==> config.mk <==
export PLATFORM = sky130hd
export DESIGN_NAME = cpv_dev_flat
export DESIGN_NICKNAME = d
export VERILOG_FILES = /design/src/cpv_pkg.sv /design/src/cpv_link_if.sv /design/src/cpv_dev.sv /design/src/flat_wrapper.sv
export SDC_FILE = /design/constraint.sdc
export NUM_CORES = 2
export LEC_CHECK = 0
export BUFFER_PORTS_ARGS = -buffer_cell sky130_fd_sc_hd__buf_2
export CORE_AREA = 3 3 447 449
export DETAILED_ROUTE_END_ITERATION = 10
export DIE_AREA = 0 0 450 452
export PLACE_DENSITY = 0.41
export SYNTH_ARGS = -nofsm -noshare
export SYNTH_HDL_FRONTEND = slang
export SYNTH_SLANG_ARGS = --single-unit
==> constraint.sdc <==
create_clock -name clk_in -period 4.3 [get_ports clk_in]
set_clock_uncertainty 0.05 [all_clocks]
set_input_delay 0.43 -clock clk_in [delete_from_list [all_inputs] [get_ports clk_in]]
set_output_delay 0.43 -clock clk_in [all_outputs]
set_load 0.01 [all_outputs]
==> src/cpv_pkg.sv <==
// Shared constants and types of the valve process-data message framer.
// Assumes one 50 MHz clock shared by both ends and the link between them.
package cpv_pkg;

  // ----------------------------------------------------------------
  // Timing
  // ----------------------------------------------------------------
  localparam int CLK_PERIOD_NS = 20;
  localparam int MS_NS         = 1000000;
  localparam int MS_CYCLES     = (MS_NS + CLK_PERIOD_NS - 1) / CLK_PERIOD_NS;
  localparam int MS_CNT_W      = 26;
  localparam logic [6:0]  TX_PERIOD_MS   = 7'd96;
  localparam logic [2:0]  RX_MIN_GAP_MS  = 3'd5;
  localparam logic [13:0] TIMEOUT_MIN_MS = 14'd10;
  localparam logic [13:0] TIMEOUT_MAX_MS = 14'd10000;

  // ----------------------------------------------------------------
  // Identifiers and network-management codes
  // ----------------------------------------------------------------
  localparam logic [10:0] NMT_COB     = 11'h000;
  localparam logic [10:0] TX_COB_BASE = 11'h180;
  localparam logic [10:0] RX_COB_BASE = 11'h200;
  localparam logic [7:0]  NMT_START   = 8'h01;
  localparam logic [7:0]  NMT_STOP    = 8'h02;
  localparam logic [7:0]  NMT_PREOP   = 8'h80;
  localparam logic [7:0]  NMT_RST_APP = 8'h81;
  localparam logic [7:0]  NMT_RST_COM = 8'h82;
  localparam logic [7:0]  NMT_ALL     = 8'h00;
  localparam logic [3:0]  NMT_DLC     = 4'h2;

  // ----------------------------------------------------------------
  // Frame layout and scaling
  // ----------------------------------------------------------------
  localparam logic [3:0]  TX_DLC         = 4'h8;
  localparam logic [3:0]  RX_DLC_USED    = 4'h4;
  localparam logic [7:0]  FILL_BYTE      = 8'hFF;
  localparam logic [15:0] POS_MAX        = 16'hFAFF;
  localparam logic [15:0] POS_FULL_SCALE = 16'h9C40;
  localparam logic [7:0]  TEMP_MAX       = 8'hFA;
  localparam logic [7:0]  RX_MAP_ENTRIES = 8'd17;
  localparam logic [7:0]  TX_MAP_ENTRIES = 8'd27;
  localparam int          CAN_FAULT_BIT  = 4;
  localparam int          FRAME_W        = 79;
  localparam int          FIFO_DEPTH     = 16;

  // ----------------------------------------------------------------
  // Types
  // ----------------------------------------------------------------
  typedef enum logic [1:0] {CPV_PREOP, CPV_OPER, CPV_STOPPED} cpv_nmt_t;

  typedef struct packed {
    logic [10:0] id;
    logic [3:0]  dlc;
    logic [63:0] data;
  } cpv_frame_t;

endpackage

==> src/cpv_link_if.sv <==
// Frame-level link between the valve end and the engine controller end.
// Assumes both ends run on the same clock; each direction is valid/ready.
`timescale 1ns/10ps
interface cpv_link_if;
  // Valve to controller
  logic                d2e_valid;
  logic                d2e_ready;
  cpv_pkg::cpv_frame_t d2e_frame;
  // Controller to valve
  logic                e2d_valid;
  logic                e2d_ready;
  cpv_pkg::cpv_frame_t e2d_frame;

  modport dev (output d2e_valid, input d2e_ready, output d2e_frame,
               input e2d_valid, output e2d_ready, input e2d_frame);
  modport ecu (input d2e_valid, output d2e_ready, input d2e_frame,
               output e2d_valid, input e2d_ready, output e2d_frame);
endinterface

==> src/cpv_dev.sv <==
// Valve end of the process-data framer, plus its transmit frame FIFO.
// Assumes the link interface and user inputs share clk_in.
// Overview of operation
// RULE1 - Identifiers are 0x180/0x200 plus node number
// RULE2 - One transmit and one receive message
// RULE3 - Send every 96 ms only while operational
// RULE4 - No sync object needed either way
// RULE5 - Eight data bytes, unfilled bytes are 0xFF
// RULE6 - Use bytes one to four, ignore rest
// RULE7 - Controller sends commands at most every 5 ms
// RULE8 - Configurable 10 to 10000 ms reception timeout
// RULE9 - Bytes one-two: position demand, low first
// RULE10 - Byte three: active/historical diagnostic clear bits
// RULE11 - Byte four: run/stop command bits
// RULE12 - Receive mapping reports seventeen entries
// RULE13 - Measured then desired position, low first
// RULE14 - Byte five: temperature code 0x00-0xFA
// RULE15 - Transmit mapping reports twenty-seven entries
// RULE16 - Start command to us or all: operational
// RULE17 - Use demand only when source is bus
// RULE18 - Code 0x9C40 is exactly full travel
// RULE19 - Timeout, range or bus-off sets fault bit
// RULE20 - Ignore frames not carrying our receive identifier
`timescale 1ns/10ps

// ------------------------------------------------------------------
// Shift-register FIFO; head and flags straight from flip-flops
// ------------------------------------------------------------------
module cpv_fifo #(
  parameter int W = 8,
  parameter int D = 16
) (
  // Clock and reset
  input  wire  logic         clk_in,
  input  wire  logic         resetn_in,
  // Fill side
  input  wire  logic         in_valid_in,
  output logic               in_ready_out,
  input  wire  logic [W-1:0] in_data_in,
  // Drain side
  output logic               out_valid_out,
  input  wire  logic         out_ready_in,
  output logic [W-1:0]       out_data_out
);
  localparam int CW = $clog2(D + 1);

  typedef struct packed {
    logic [D-1:0][W-1:0] mem;
    logic [CW-1:0]       cnt;
    logic                valid;
    logic                full;
  } cpv_fifo_st_t;

  cpv_fifo_st_t r, n;
  logic         push, pop;

  // Shift on pop, write at first free slot
  always_comb begin
    n    = r;
    pop  = r.valid & out_ready_in;
    push = in_valid_in & ~r.full;
    if (pop) begin
      for (int i = 0; i < D - 1; i++) begin
        n.mem[i] = r.mem[i+1];
      end
    end
    n.cnt = r.cnt - CW'(pop);
    if (push) begin
      n.mem[n.cnt] = in_data_in;
    end
    n.cnt   = n.cnt + CW'(push);
    n.valid = (n.cnt != '0);
    n.full  = (n.cnt == CW'(D));
  end

  // State register
  always_ff @(posedge clk_in) begin
    if (!resetn_in) begin
      r <= '0;
    end else begin
      r <= n;
    end
  end

  assign in_ready_out  = ~r.full;
  assign out_valid_out = r.valid;
  assign out_data_out  = r.mem[0];
endmodule

// ------------------------------------------------------------------
// Valve end
// ------------------------------------------------------------------
module cpv_dev #(
  parameter int P_MS_CYC = cpv_pkg::MS_CYCLES
) (
  // Clock and reset
  input  wire  logic                 clk_in,
  input  wire  logic                 resetn_in,
  // Link
  cpv_link_if.dev                    link,
  // Configuration
  input  wire  logic [6:0]           node_id_in,
  input  wire  logic [13:0]          timeout_ms_in,
  input  wire  logic                 demand_can_in,
  input  wire  logic                 bus_off_in,
  // Valve data to send
  input  wire  logic [15:0]          act_pos_in,
  input  wire  logic [15:0]          des_pos_in,
  input  wire  logic [7:0]           temp_in,
  input  wire  logic [7:0]           stat1_in,
  input  wire  logic [7:0]           stat2_in,
  input  wire  logic [7:0]           stat3_in,
  // Decoded command
  output logic [15:0]                pos_dem_out,
  output logic                       pos_dem_stb_out,
  output logic [7:0]                 clr_bits_out,
  output logic [7:0]                 cmd_bits_out,
  // Status
  output cpv_pkg::cpv_nmt_t          nmt_state_out,
  output logic                       timeout_out,
  output logic                       range_err_out,
  output logic                       can_fault_out,
  output logic [7:0]                 rx_map_cnt_out,
  output logic [7:0]                 tx_map_cnt_out
);
  import cpv_pkg::*;

  typedef struct packed {
    cpv_nmt_t            nmt;
    logic [MS_CNT_W-1:0] ms_cnt;
    logic [6:0]          per_ms;
    logic [13:0]         to_ms;
    logic                timeout;
    logic                range_err;
    logic [15:0]         pos;
    logic                pos_stb;
    logic [7:0]          clr;
    logic [7:0]          cmd;
    logic                tx_pend;
    logic                rx_ready;
    logic                can_fault;
  } cpv_dev_st_t;

  cpv_dev_st_t r, n;
  cpv_frame_t  rx, tx;
  logic        tick, rx_take, tx_push, fifo_ready, valid_cmd;
  logic [13:0] lim;
  logic [10:0] tx_cob, rx_cob;

  // Identifiers from node number
  assign tx_cob = TX_COB_BASE + {4'h0, node_id_in}; // RULE1 RULE2
  assign rx_cob = RX_COB_BASE + {4'h0, node_id_in}; // RULE1 RULE2
  assign rx     = link.e2d_frame;

  // ----------------------------------------------------------------
  // Outgoing frame build
  // ----------------------------------------------------------------
  always_comb begin
    tx.id           = tx_cob;
    tx.dlc          = TX_DLC;                       // RULE5
    tx.data         = {8{FILL_BYTE}};               // RULE5
    tx.data[15:0]   = act_pos_in;                   // RULE13 RULE18
    tx.data[31:16]  = des_pos_in;                   // RULE13
    tx.data[39:32]  = (temp_in > TEMP_MAX) ? TEMP_MAX : temp_in; // RULE14
    tx.data[47:40]  = stat1_in;                     // RULE15
    tx.data[55:48]  = stat2_in;                     // RULE15
    tx.data[63:56]  = stat3_in;                     // RULE15
    tx.data[56+CAN_FAULT_BIT] = stat3_in[CAN_FAULT_BIT] | r.can_fault; // RULE19
  end

  // ----------------------------------------------------------------
  // Next-state logic
  // ----------------------------------------------------------------
  always_comb begin
    n          = r;
    n.pos_stb  = 1'b0;
    n.rx_ready = 1'b1;
    tick       = (r.ms_cnt == MS_CNT_W'(P_MS_CYC - 1));
    n.ms_cnt   = tick ? '0 : r.ms_cnt + 1'b1;
    lim        = (timeout_ms_in < TIMEOUT_MIN_MS) ? TIMEOUT_MIN_MS :
                 (timeout_ms_in > TIMEOUT_MAX_MS) ? TIMEOUT_MAX_MS : timeout_ms_in; // RULE8
    rx_take    = link.e2d_valid & r.rx_ready;      // RULE4
    valid_cmd  = 1'b0;
    tx_push    = 1'b0;

    // Network-management commands to us or to all
    if (rx_take && rx.id == NMT_COB && rx.dlc >= NMT_DLC &&
        (rx.data[15:8] == {1'b0, node_id_in} || rx.data[15:8] == NMT_ALL)) begin
      case (rx.data[7:0])
        NMT_START:   n.nmt = CPV_OPER;              // RULE16
        NMT_STOP:    n.nmt = CPV_STOPPED;
        NMT_PREOP:   n.nmt = CPV_PREOP;
        NMT_RST_APP: n.nmt = CPV_PREOP;
        NMT_RST_COM: n.nmt = CPV_PREOP;
        default:     n.nmt = r.nmt;
      endcase
    end

    // Command frame: own identifier only, first four bytes only
    if (rx_take && rx.id == rx_cob && rx.dlc >= RX_DLC_USED &&
        r.nmt == CPV_OPER) begin                    // RULE20 RULE4
      n.clr = rx.data[23:16];                       // RULE6 RULE10
      n.cmd = rx.data[31:24];                       // RULE6 RULE11
      if (rx.data[15:0] > POS_MAX) begin            // RULE9
        n.range_err = 1'b1;                         // RULE19
      end else begin
        n.range_err = 1'b0;
        valid_cmd   = 1'b1;
        if (demand_can_in) begin                    // RULE17
          n.pos     = rx.data[15:0];                // RULE9 RULE18
          n.pos_stb = 1'b1;
        end
      end
    end

    // Reception timeout supervision
    if (r.nmt == CPV_OPER && demand_can_in) begin
      if (valid_cmd) begin
        n.to_ms   = '0;
        n.timeout = 1'b0;
      end else if (tick) begin
        if (r.to_ms + 14'd1 >= lim) begin
          n.timeout = 1'b1;                         // RULE8
        end else begin
          n.to_ms = r.to_ms + 14'd1;
        end
      end
    end else begin
      n.to_ms   = '0;
      n.timeout = 1'b0;
    end

    // Periodic send; set of a new request wins over the push
    if (r.nmt == CPV_OPER) begin
      tx_push = r.tx_pend & fifo_ready;
      if (tx_push) begin
        n.tx_pend = 1'b0;
      end
      if (tick) begin
        if (r.per_ms == TX_PERIOD_MS - 7'd1) begin
          n.per_ms  = '0;
          n.tx_pend = 1'b1;                         // RULE3
        end else begin
          n.per_ms = r.per_ms + 7'd1;
        end
      end
    end else begin
      n.per_ms  = '0;
      n.tx_pend = 1'b0;                             // RULE3
    end

    n.can_fault = n.timeout | n.range_err | bus_off_in; // RULE19
  end

  // State register
  always_ff @(posedge clk_in) begin
    if (!resetn_in) begin
      r     <= '0;
      r.nmt <= CPV_PREOP;
    end else begin
      r <= n;
    end
  end

  // ----------------------------------------------------------------
  // Transmit FIFO towards the link
  // ----------------------------------------------------------------
  cpv_fifo #(
    .W (FRAME_W),
    .D (FIFO_DEPTH)
  ) u_txq (
    .clk_in        (clk_in),
    .resetn_in     (resetn_in),
    .in_valid_in   (tx_push),
    .in_ready_out  (fifo_ready),
    .in_data_in    (tx),
    .out_valid_out (link.d2e_valid),
    .out_ready_in  (link.d2e_ready),
    .out_data_out  (link.d2e_frame)
  );

  // Outputs from state register; map counts are constants
  assign link.e2d_ready  = r.rx_ready;
  assign pos_dem_out     = r.pos;
  assign pos_dem_stb_out = r.pos_stb;
  assign clr_bits_out    = r.clr;
  assign cmd_bits_out    = r.cmd;
  assign nmt_state_out   = r.nmt;
  assign timeout_out     = r.timeout;
  assign range_err_out   = r.range_err;
  assign can_fault_out   = r.can_fault;
  assign rx_map_cnt_out  = RX_MAP_ENTRIES;          // RULE12
  assign tx_map_cnt_out  = TX_MAP_ENTRIES;          // RULE15
endmodule

==> src/flat_wrapper.sv <==
// flat-port wrapper written by rule: the top's interface ports become plain ports
module cpv_dev_flat import cpv_pkg::*;
#(
  parameter int P_MS_CYC = cpv_pkg::MS_CYCLES
)
  (clk_in, resetn_in, node_id_in, timeout_ms_in, demand_can_in, bus_off_in, act_pos_in, des_pos_in, temp_in, stat1_in, stat2_in, stat3_in, pos_dem_out, pos_dem_stb_out, clr_bits_out, cmd_bits_out, nmt_state_out, timeout_out, range_err_out, can_fault_out, rx_map_cnt_out, tx_map_cnt_out, link_d2e_valid, link_d2e_ready, link_d2e_frame, link_e2d_valid, link_e2d_ready, link_e2d_frame);
  cpv_link_if link_i ();
  input  wire  logic clk_in;
  input  wire  logic resetn_in;
  input  wire  logic [6:0] node_id_in;
  input  wire  logic [13:0] timeout_ms_in;
  input  wire  logic demand_can_in;
  input  wire  logic bus_off_in;
  input  wire  logic [15:0] act_pos_in;
  input  wire  logic [15:0] des_pos_in;
  input  wire  logic [7:0] temp_in;
  input  wire  logic [7:0] stat1_in;
  input  wire  logic [7:0] stat2_in;
  input  wire  logic [7:0] stat3_in;
  output logic [15:0] pos_dem_out;
  output logic pos_dem_stb_out;
  output logic [7:0] clr_bits_out;
  output logic [7:0] cmd_bits_out;
  output cpv_pkg::cpv_nmt_t nmt_state_out;
  output logic timeout_out;
  output logic range_err_out;
  output logic can_fault_out;
  output logic [7:0] rx_map_cnt_out;
  output logic [7:0] tx_map_cnt_out;
  output wire logic [$bits(link_i.d2e_valid)-1:0] link_d2e_valid;
  input wire logic [$bits(link_i.d2e_ready)-1:0] link_d2e_ready;
  output wire logic [$bits(link_i.d2e_frame)-1:0] link_d2e_frame;
  input wire logic [$bits(link_i.e2d_valid)-1:0] link_e2d_valid;
  output wire logic [$bits(link_i.e2d_ready)-1:0] link_e2d_ready;
  input wire logic [$bits(link_i.e2d_frame)-1:0] link_e2d_frame;
  assign link_d2e_valid = link_i.d2e_valid;
  assign link_i.d2e_ready = link_d2e_ready;
  assign link_d2e_frame = link_i.d2e_frame;
  assign link_i.e2d_valid = link_e2d_valid;
  assign link_e2d_ready = link_i.e2d_ready;
  assign link_i.e2d_frame = link_e2d_frame;
  cpv_dev #(.P_MS_CYC(P_MS_CYC)) u_core (.clk_in(clk_in), .resetn_in(resetn_in), .link(link_i), .node_id_in(node_id_in), .timeout_ms_in(timeout_ms_in), .demand_can_in(demand_can_in), .bus_off_in(bus_off_in), .act_pos_in(act_pos_in), .des_pos_in(des_pos_in), .temp_in(temp_in), .stat1_in(stat1_in), .stat2_in(stat2_in), .stat3_in(stat3_in), .pos_dem_out(pos_dem_out), .pos_dem_stb_out(pos_dem_stb_out), .clr_bits_out(clr_bits_out), .cmd_bits_out(cmd_bits_out), .nmt_state_out(nmt_state_out), .timeout_out(timeout_out), .range_err_out(range_err_out), .can_fault_out(can_fault_out), .rx_map_cnt_out(rx_map_cnt_out), .tx_map_cnt_out(tx_map_cnt_out));
endmodule
* Word-level counts from Yosys, hierarchy flattened *
Index checks and enable logic that the tools add are counted.

word-level totals
  memories = 0
  word-level logic and storage cells = 118
  RAM bits = 0
  register bits after elaboration = 1,358
  latch bits = 0
  memory bits (read-only) = 0
  output and inout bits = 135

cells by class
  multipliers = 0
  multiplexer cells = 25
  reductions and logical operators = 21
  div/mod/pow operators = 0
  equal/unequal tests = 11
  bitwise logic cells = 13
  shifts and indexed selects = 0
  add/subtract/negate cells = 7
  $lt $le $gt $ge = 9

operators with widths
  kind                                                 number
  2-to-1 mux 1185 bit                                  2
  bitwise mux 1264 bit                                 1
  demux 79 bit (select 4 bit)                          1
  2-to-1 mux 79 bit                                    1
  2-to-1 mux 17 bit                                    2
  2-to-1 mux 34 bit                                    1
  2-to-1 mux 14 bit                                    2
  adder 26 x 1 -> 26 bit, second input constant        1
  == test 26 x 16 -> 1 bit, second input constant      1
  == test 8 bit, second input constant                 3
  > comparator 16 bit, second input constant           1
  adder 14 x 1 -> 14 bit, second input constant        1
  >= comparator 14 bit                                 1
  > comparator 14 bit, second input constant           1
  < comparator 14 x 4 -> 1 bit, second input constant  1
  adder 10 x 7 -> 11 bit, first input constant         1
  == test 11 bit                                       1
  logical NOT 11 bit                                   1
  2-to-1 mux 1 bit                                     11
  adder 9 x 7 -> 10 bit, first input constant          1
  OR reduction 3 bit                                   3
  == test 8 x 1 -> 1 bit, second input constant        1
  == test 8 x 2 -> 1 bit, second input constant        1
  == test 8 x 7 -> 1 bit                               1
  26 further kinds                                     45

* Depth between registers and ports, before layout *
  word-level depth = 11
  depth in mapped cells = 17
  depth with buffers taken out = 14

* Modules after synthesis *
From an unflattened synthesis, not the netlist that was laid out.

second synthesis, totals
  cells, all modules = 6,317
  area, all modules = 64,863.5 um2

by module, submodules not included
  module    sequential area each (um2)  area each (um2)  times used  cells an instance
  cpv_fifo  25,444.4                    60,038.8         1           5,736
  cpv_dev   1,741.7                     4,824.6          1           581

* Least setup slack after synthesis *
OpenSTA, ideal clock, no wires.

  path kind = input -> register
  from = input link_d2e_ready
  to = register u_core.u_txq.r[1262] (netlist name)
  buffers on the path = 7
  required time = 4.180 ns
  data arrival time = 3.784 ns
  stages on the path = 17
  path slack = 0.395 ns
  cells stage by stage = nand2_1 -> clkinv_1 -> clkbuf_1 -> clkbuf_1 -> clkbuf_1 -> ha_1 -> ha_1 -> clkbuf_1 -> nor3b_1 -> xor2_1 -> nor3_1 -> clkbuf_1 -> and3_1 -> clkbuf_1 -> clkbuf_1 -> nand2_1 -> a21oi_1

between the ends
  word-level cells in the longest chain between the ends = 7

RTL lines
  element                                                                                          RTL line            source
  from (decl)                                                                                      flat_wrapper.sv:31  input wire logic [$bits(link_i.d2e_ready)-1:0] link_d2e_ready;
  AND 1 bit (*)                                                                                    cpv_dev.sv:60       pop = r.valid & out_ready_in;
  subtractor 5 x 1 -> 5 bit (*)                                                                    cpv_dev.sv:67       n.cnt = r.cnt - CW'(pop);
  >= comparator 5 x 1 -> 1 bit (implied by the code) / < comparator 5 bit (equally long branches)  cpv_dev.sv:69       n.mem[n.cnt] = in_data_in;
  logical AND 1 bit (implied by the code)                                                          cpv_dev.sv:69
  2-to-1 mux 79 bit (implied by the code)                                                          cpv_dev.sv:69
  demux 79 bit (select 4 bit) (*)                                                                  cpv_dev.sv:69
  bitwise mux 1264 bit (*)                                                                         cpv_dev.sv:69
  to (signal assigned)                                                                             cpv_dev.sv:81       r <= n;
  to (decl)                                                                                        cpv_dev.sv:54       cpv_fifo_st_t r, n;

Every way passes the cells marked *; elsewhere a longest branch is shown, timed or not.
A chain may end at the register's enable or synchronous reset.

* Worst setup path in the final report *
  from = register u_core.r, in the netlist u_core.nmt_state_out[0]
  to = register u_core.u_txq.r[1077] (netlist name)

between the ends
  word-level cells in the longest chain between the ends = 4

RTL lines
  element                 RTL line        source
  from (decl)             cpv_dev.sv:144  cpv_dev_st_t r, n;
  from (signal assigned)  cpv_dev.sv:261  r <= n;
  == test 2 x 1 -> 1 bit  cpv_dev.sv:234  if (r.nmt == CPV_OPER) begin
  2-to-1 mux 1 bit        cpv_dev.sv:234
  AND 1 bit               cpv_dev.sv:61   push = in_valid_in & ~r.full;
  2-to-1 mux 1185 bit     cpv_dev.sv:68   if (push) begin

Every way passes these cells.

==> run summary <==
Status -> complete, no violations
WP buf/inv -> 1
Final HPWL DP -> 103000 um
# Max-Cap Violations -> 0
Area leader, netlist -> dfxtp_1
FMAX -> 0.263 GHz
Port Buffers -> 255
EDFF count, synth -> 0
Tcrit/Tclk final -> 88.6%
Max Slew Vio Count -> 0
Top Layer Used -> met5
Crit path max-delay family -> simple AND/OR/NAND/NOR gates
Gr usage total -> 18.0%
Layout cells sized above 1 -> 7.89%
R2R Setup Slk -> 0.49 ns
CTS Buf Count -> 161
Final min period -> 3.81 ns
Synthesized cell area -> 58600 um2
CTS Sinks -> 1351
Hold path start -> link_e2d_frame[77]
TritonRoute pass-1 iters -> 6
Critical R2R Launch -> u_core.nmt_state_out[0]
Pin count of the biggest net entering global routing -> 218
HP Class -> in2reg
Reg2Reg Depth -> 7
Via count -> 53243
M1 WL -> 92100 um
Post-Synth XOR/XNOR Area -> 0.956%
Sequential area share after synthesis -> 46.1%
Yosys cell types -> 57
Layout fillers -> 20992
Mux cell area share after synthesis -> 0.789%
WL met2 -> 85500 um
Clock buffer depth -> 3
Total grt overflow -> 0
Hold path endpoint -> u_core.nmt_state_out[1]
Worst hold stages -> 6
Total Wirelength -> 189000 um
Crit start category -> register
Cts repair resizes -> 0
Flops & latches, synth -> 1351
Die H -> 452 um
Post-Synth Simple-Gate Area -> 30.6%
Worst endpoint data arrival time -> 4.41 ns
Die width -> 450 um
Core Rows -> 163
Area Overhead vs Synth -> 15.1%
Met3 routed WL -> 7530 um
Ys Warns -> 0
DR iter-0 viols -> 3765
Crit path max fanout -> 72
Top Ports -> 305
Least-Margin Pin Slew -> 1.31 ns
DRC violations left -> 0
Die area -> 203000 um2
Cells after Synth -> 8167
Max stage delay on crit path -> 0.96 ns
Power Dens Cells -> 436 nW/um2
Vias/cell -> 4.97
Synth Area in Compound Gates -> 14.6%
CP max-delay cell -> nor4_2
Initial antenna violation count -> 16
CP required -> 4.90 ns
Clk pin slew, worst setup/hold paths -> 0.06 ns
Setup TNS -> 0 ns
Root buffer cell -> clkbuf_16
Final ANT Viol Nets -> 0
Leakage -> 25.6 nW
Synth top area cells -> dfxtp_1 46%, nand2_1 21%, a311oi_1 7.0%, nand3_1 5.1%, o21ai_0 4.9%
Nets -> 8133
Final hold vios -> 0
Cells along the critical path -> nor2b_1 -> nand3b_1 -> nor4_2 -> nand2_4 -> buf_12 -> nand3_1 -> o21ai_0
Setup violators final -> 0
Clk_lat worst skew -> 0.79 ns
Syn Area/Cell -> 7.18 um2
Reg2reg end -> u_core.u_txq.r[1077]
Setup crit end kind -> register
Vias in the first global route -> 50734
Hold WS -> 0.0965 ns
Unrepaired setup endpoints after global routing -> no
Post-Synth Adder-Cell Area -> 0.448%
CORE AREA -> 197000 um2
Main synth FF type -> dfxtp_1
Top-area cell type share of the netlist area -> 46.1%
First-pass GRT wire length -> 297000 um
TritonCTS clock tree -> done
Largest family of logic cells by synthesized area -> simple AND/OR/NAND/NOR gates
Initial Util -> 29.8%
Setup CP Type -> reg2reg
Routability congestion estimate -> 0.758
Peak supply drop -> 0.000345 V
Per-cell routed wire length -> 17.6 um
H-Tree Depth -> 4
Fraction of registers with async set/reset -> 0%
Slew headroom -> 12.7%
[flip-flops by register name, summed over array words and instances (netlist names), 2 cells and up]
name                       cells
u_core.u_txq.r              1184
u_core.r                      48
u_core.nmt_state_out           2
u_core.pos_dem_out            16
u_core.cmd_bits_out            8
u_core.u_txq.out_data_out     79
u_core.clr_bits_out            8
[report_power, final]
part | switching [mW] | internal [mW] | total (mW)
clock | 5.63 | 8.11 | 13.7
sequential | 0.0343 | 12.5 | 12.6
combinational | 2.70 | 0.433 | 3.14
total | 8.37 | 21.1 | 29.5
[layout by cell type, fill, tap and decap left out, types with 8 or more instances in the layout]
cell	synthesis	layout
buf_2	1	254
dlygate4sd3_1	0	104
a21oi_1	175	175
dfxtp_1	1351	1351
nor3_1	17	16
buf_12	0	51
nor4_1	12	8
nor2_1	536	536
a31oi_1	42	42
clkbuf_8	0	37
buf_4	129	53
xor2_1	27	27
o22ai_1	13	13
nand4_1	14	14
a311oi_1	466	466
clkbuf_16	0	167
a211oi_1	15	15
nand2b_1	15	15
xnor2_1	37	37
mux2i_1	44	44
inv_1	9	9
nand2_4	0	13
clkbuf_1	654	41
o21ai_0	577	577
nand3_1	603	599
conb_1	2	16
and3_1	29	28
nand2_1	3216	3203
diode_2	0	10
ha_1	21	21
clkinv_2	0	22
and2_1	20	20
[worst register-to-register path, stage by stage, from the launching register on]
cell	delay (ns)
dfxtp_1	0.39
nor2b_1	0.43
nand3b_1	0.55
nor4_2	0.98
nand2_4	0.57
buf_12	0.41
nand3_1	0.18
o21ai_0	0.12
[worst max-delay path by stage]
stage,startpoint,to,cells after the start
6_report,u_core.nmt_state_out[0],u_core.u_txq.r[1077],7
5_1_grt,u_core.nmt_state_out[0],u_core.u_txq.r[1046],7
4_1_cts,u_core.nmt_state_out[0],u_core.u_txq.r[1062],7
3_5_place_dp,link_d2e_ready,u_core.u_txq.r[1077],13
3_3_place_gp,link_d2e_ready,u_core.u_txq.r[1081],13
2_1_floorplan,link_d2e_ready,u_core.u_txq.r[1262],17
[per-layer routing]
metal	track usage [%]	vias to the layer above
met5	0	-
met1	24.7	25403
met3	2.72	219
li1	-	26644
met4	4.41	6
met2	29.6	971
[Yosys cell counts (3+ instances only)]
library cell and instances:
inv_1 9, a211oi_1 15, buf_4 129, o211a_1 4, mux2i_1 44, a21oi_1 175, a31oi_1 42, o21ai_1 3
o21ai_0 577, nand2_1 3216, nand4_1 14, nand2b_1 15, a21o_1 6, or4_1 3, buf_1 78, nor2b_1 6
clkinv_1 3, o22ai_1 13, clkbuf_1 654, nor2_1 536, xor2_1 27, a311oi_1 466, and2_1 20, xnor2_1 37
and4_1 3, nor3_1 17, nor4_1 12, nand3_1 603, and3_1 29, a2111oi_1 3, dfxtp_1 1351, ha_1 21
[timing repair]
action | in CTS | in global routing
endpoints found under the hold margin | 567 | 0
hold buffers | 104 | 0
setup buffers | 0 | 0
[kinds of logic (layout without fill, tap and decap cells)]
| logic type | count (synthesis) | after routing |
|---|---|---|
| fa+ha+maj | 21 | 21 |
| xor+xnor | 64 | 64 |
| buf+inv | 877 | 760 |
| flops | 1351 | 1351 |
| mux | 46 | 46 |
| other cells | 2 | 26 |
| simple gates | 4489 | 4489 |
| compound gates | 1317 | 1317 |
[through the flow]
step / worst slack, ns / utilization [%] / power, mW / cell area (um2) / cells
after CTS: 0.486 / 34.3 / 30.0 / 67500 / 10704
after global placement: 0.486 / 31.1 / 16.0 / 61200 / 10315
after floorplan: 0.395 / - / 14.9 / 58700 / 8181
final: 0.491 / 34.3 / 29.5 / 67500 / 10714
after detailed placement: 0.417 / 31.1 / 16.0 / 61200 / 10315
after global routing: 0.268 / 34.3 / 30.7 / 67500 / 10707
[cell type report]
type	instances	area, um2	area share [%]
clock inverters	40	440	0.652
diodes	10	25.0	0.0371
inverters	12	60.1	0.0890
well taps	2640	3300	4.89
multi-input cells	5953	28000	41.5
repair buffers	463	3750	5.55
clock buffers	245	4840	7.17
flip-flops and latches	1351	27000	40.1
No activity file was read; power rests on OpenSTA's default activity.
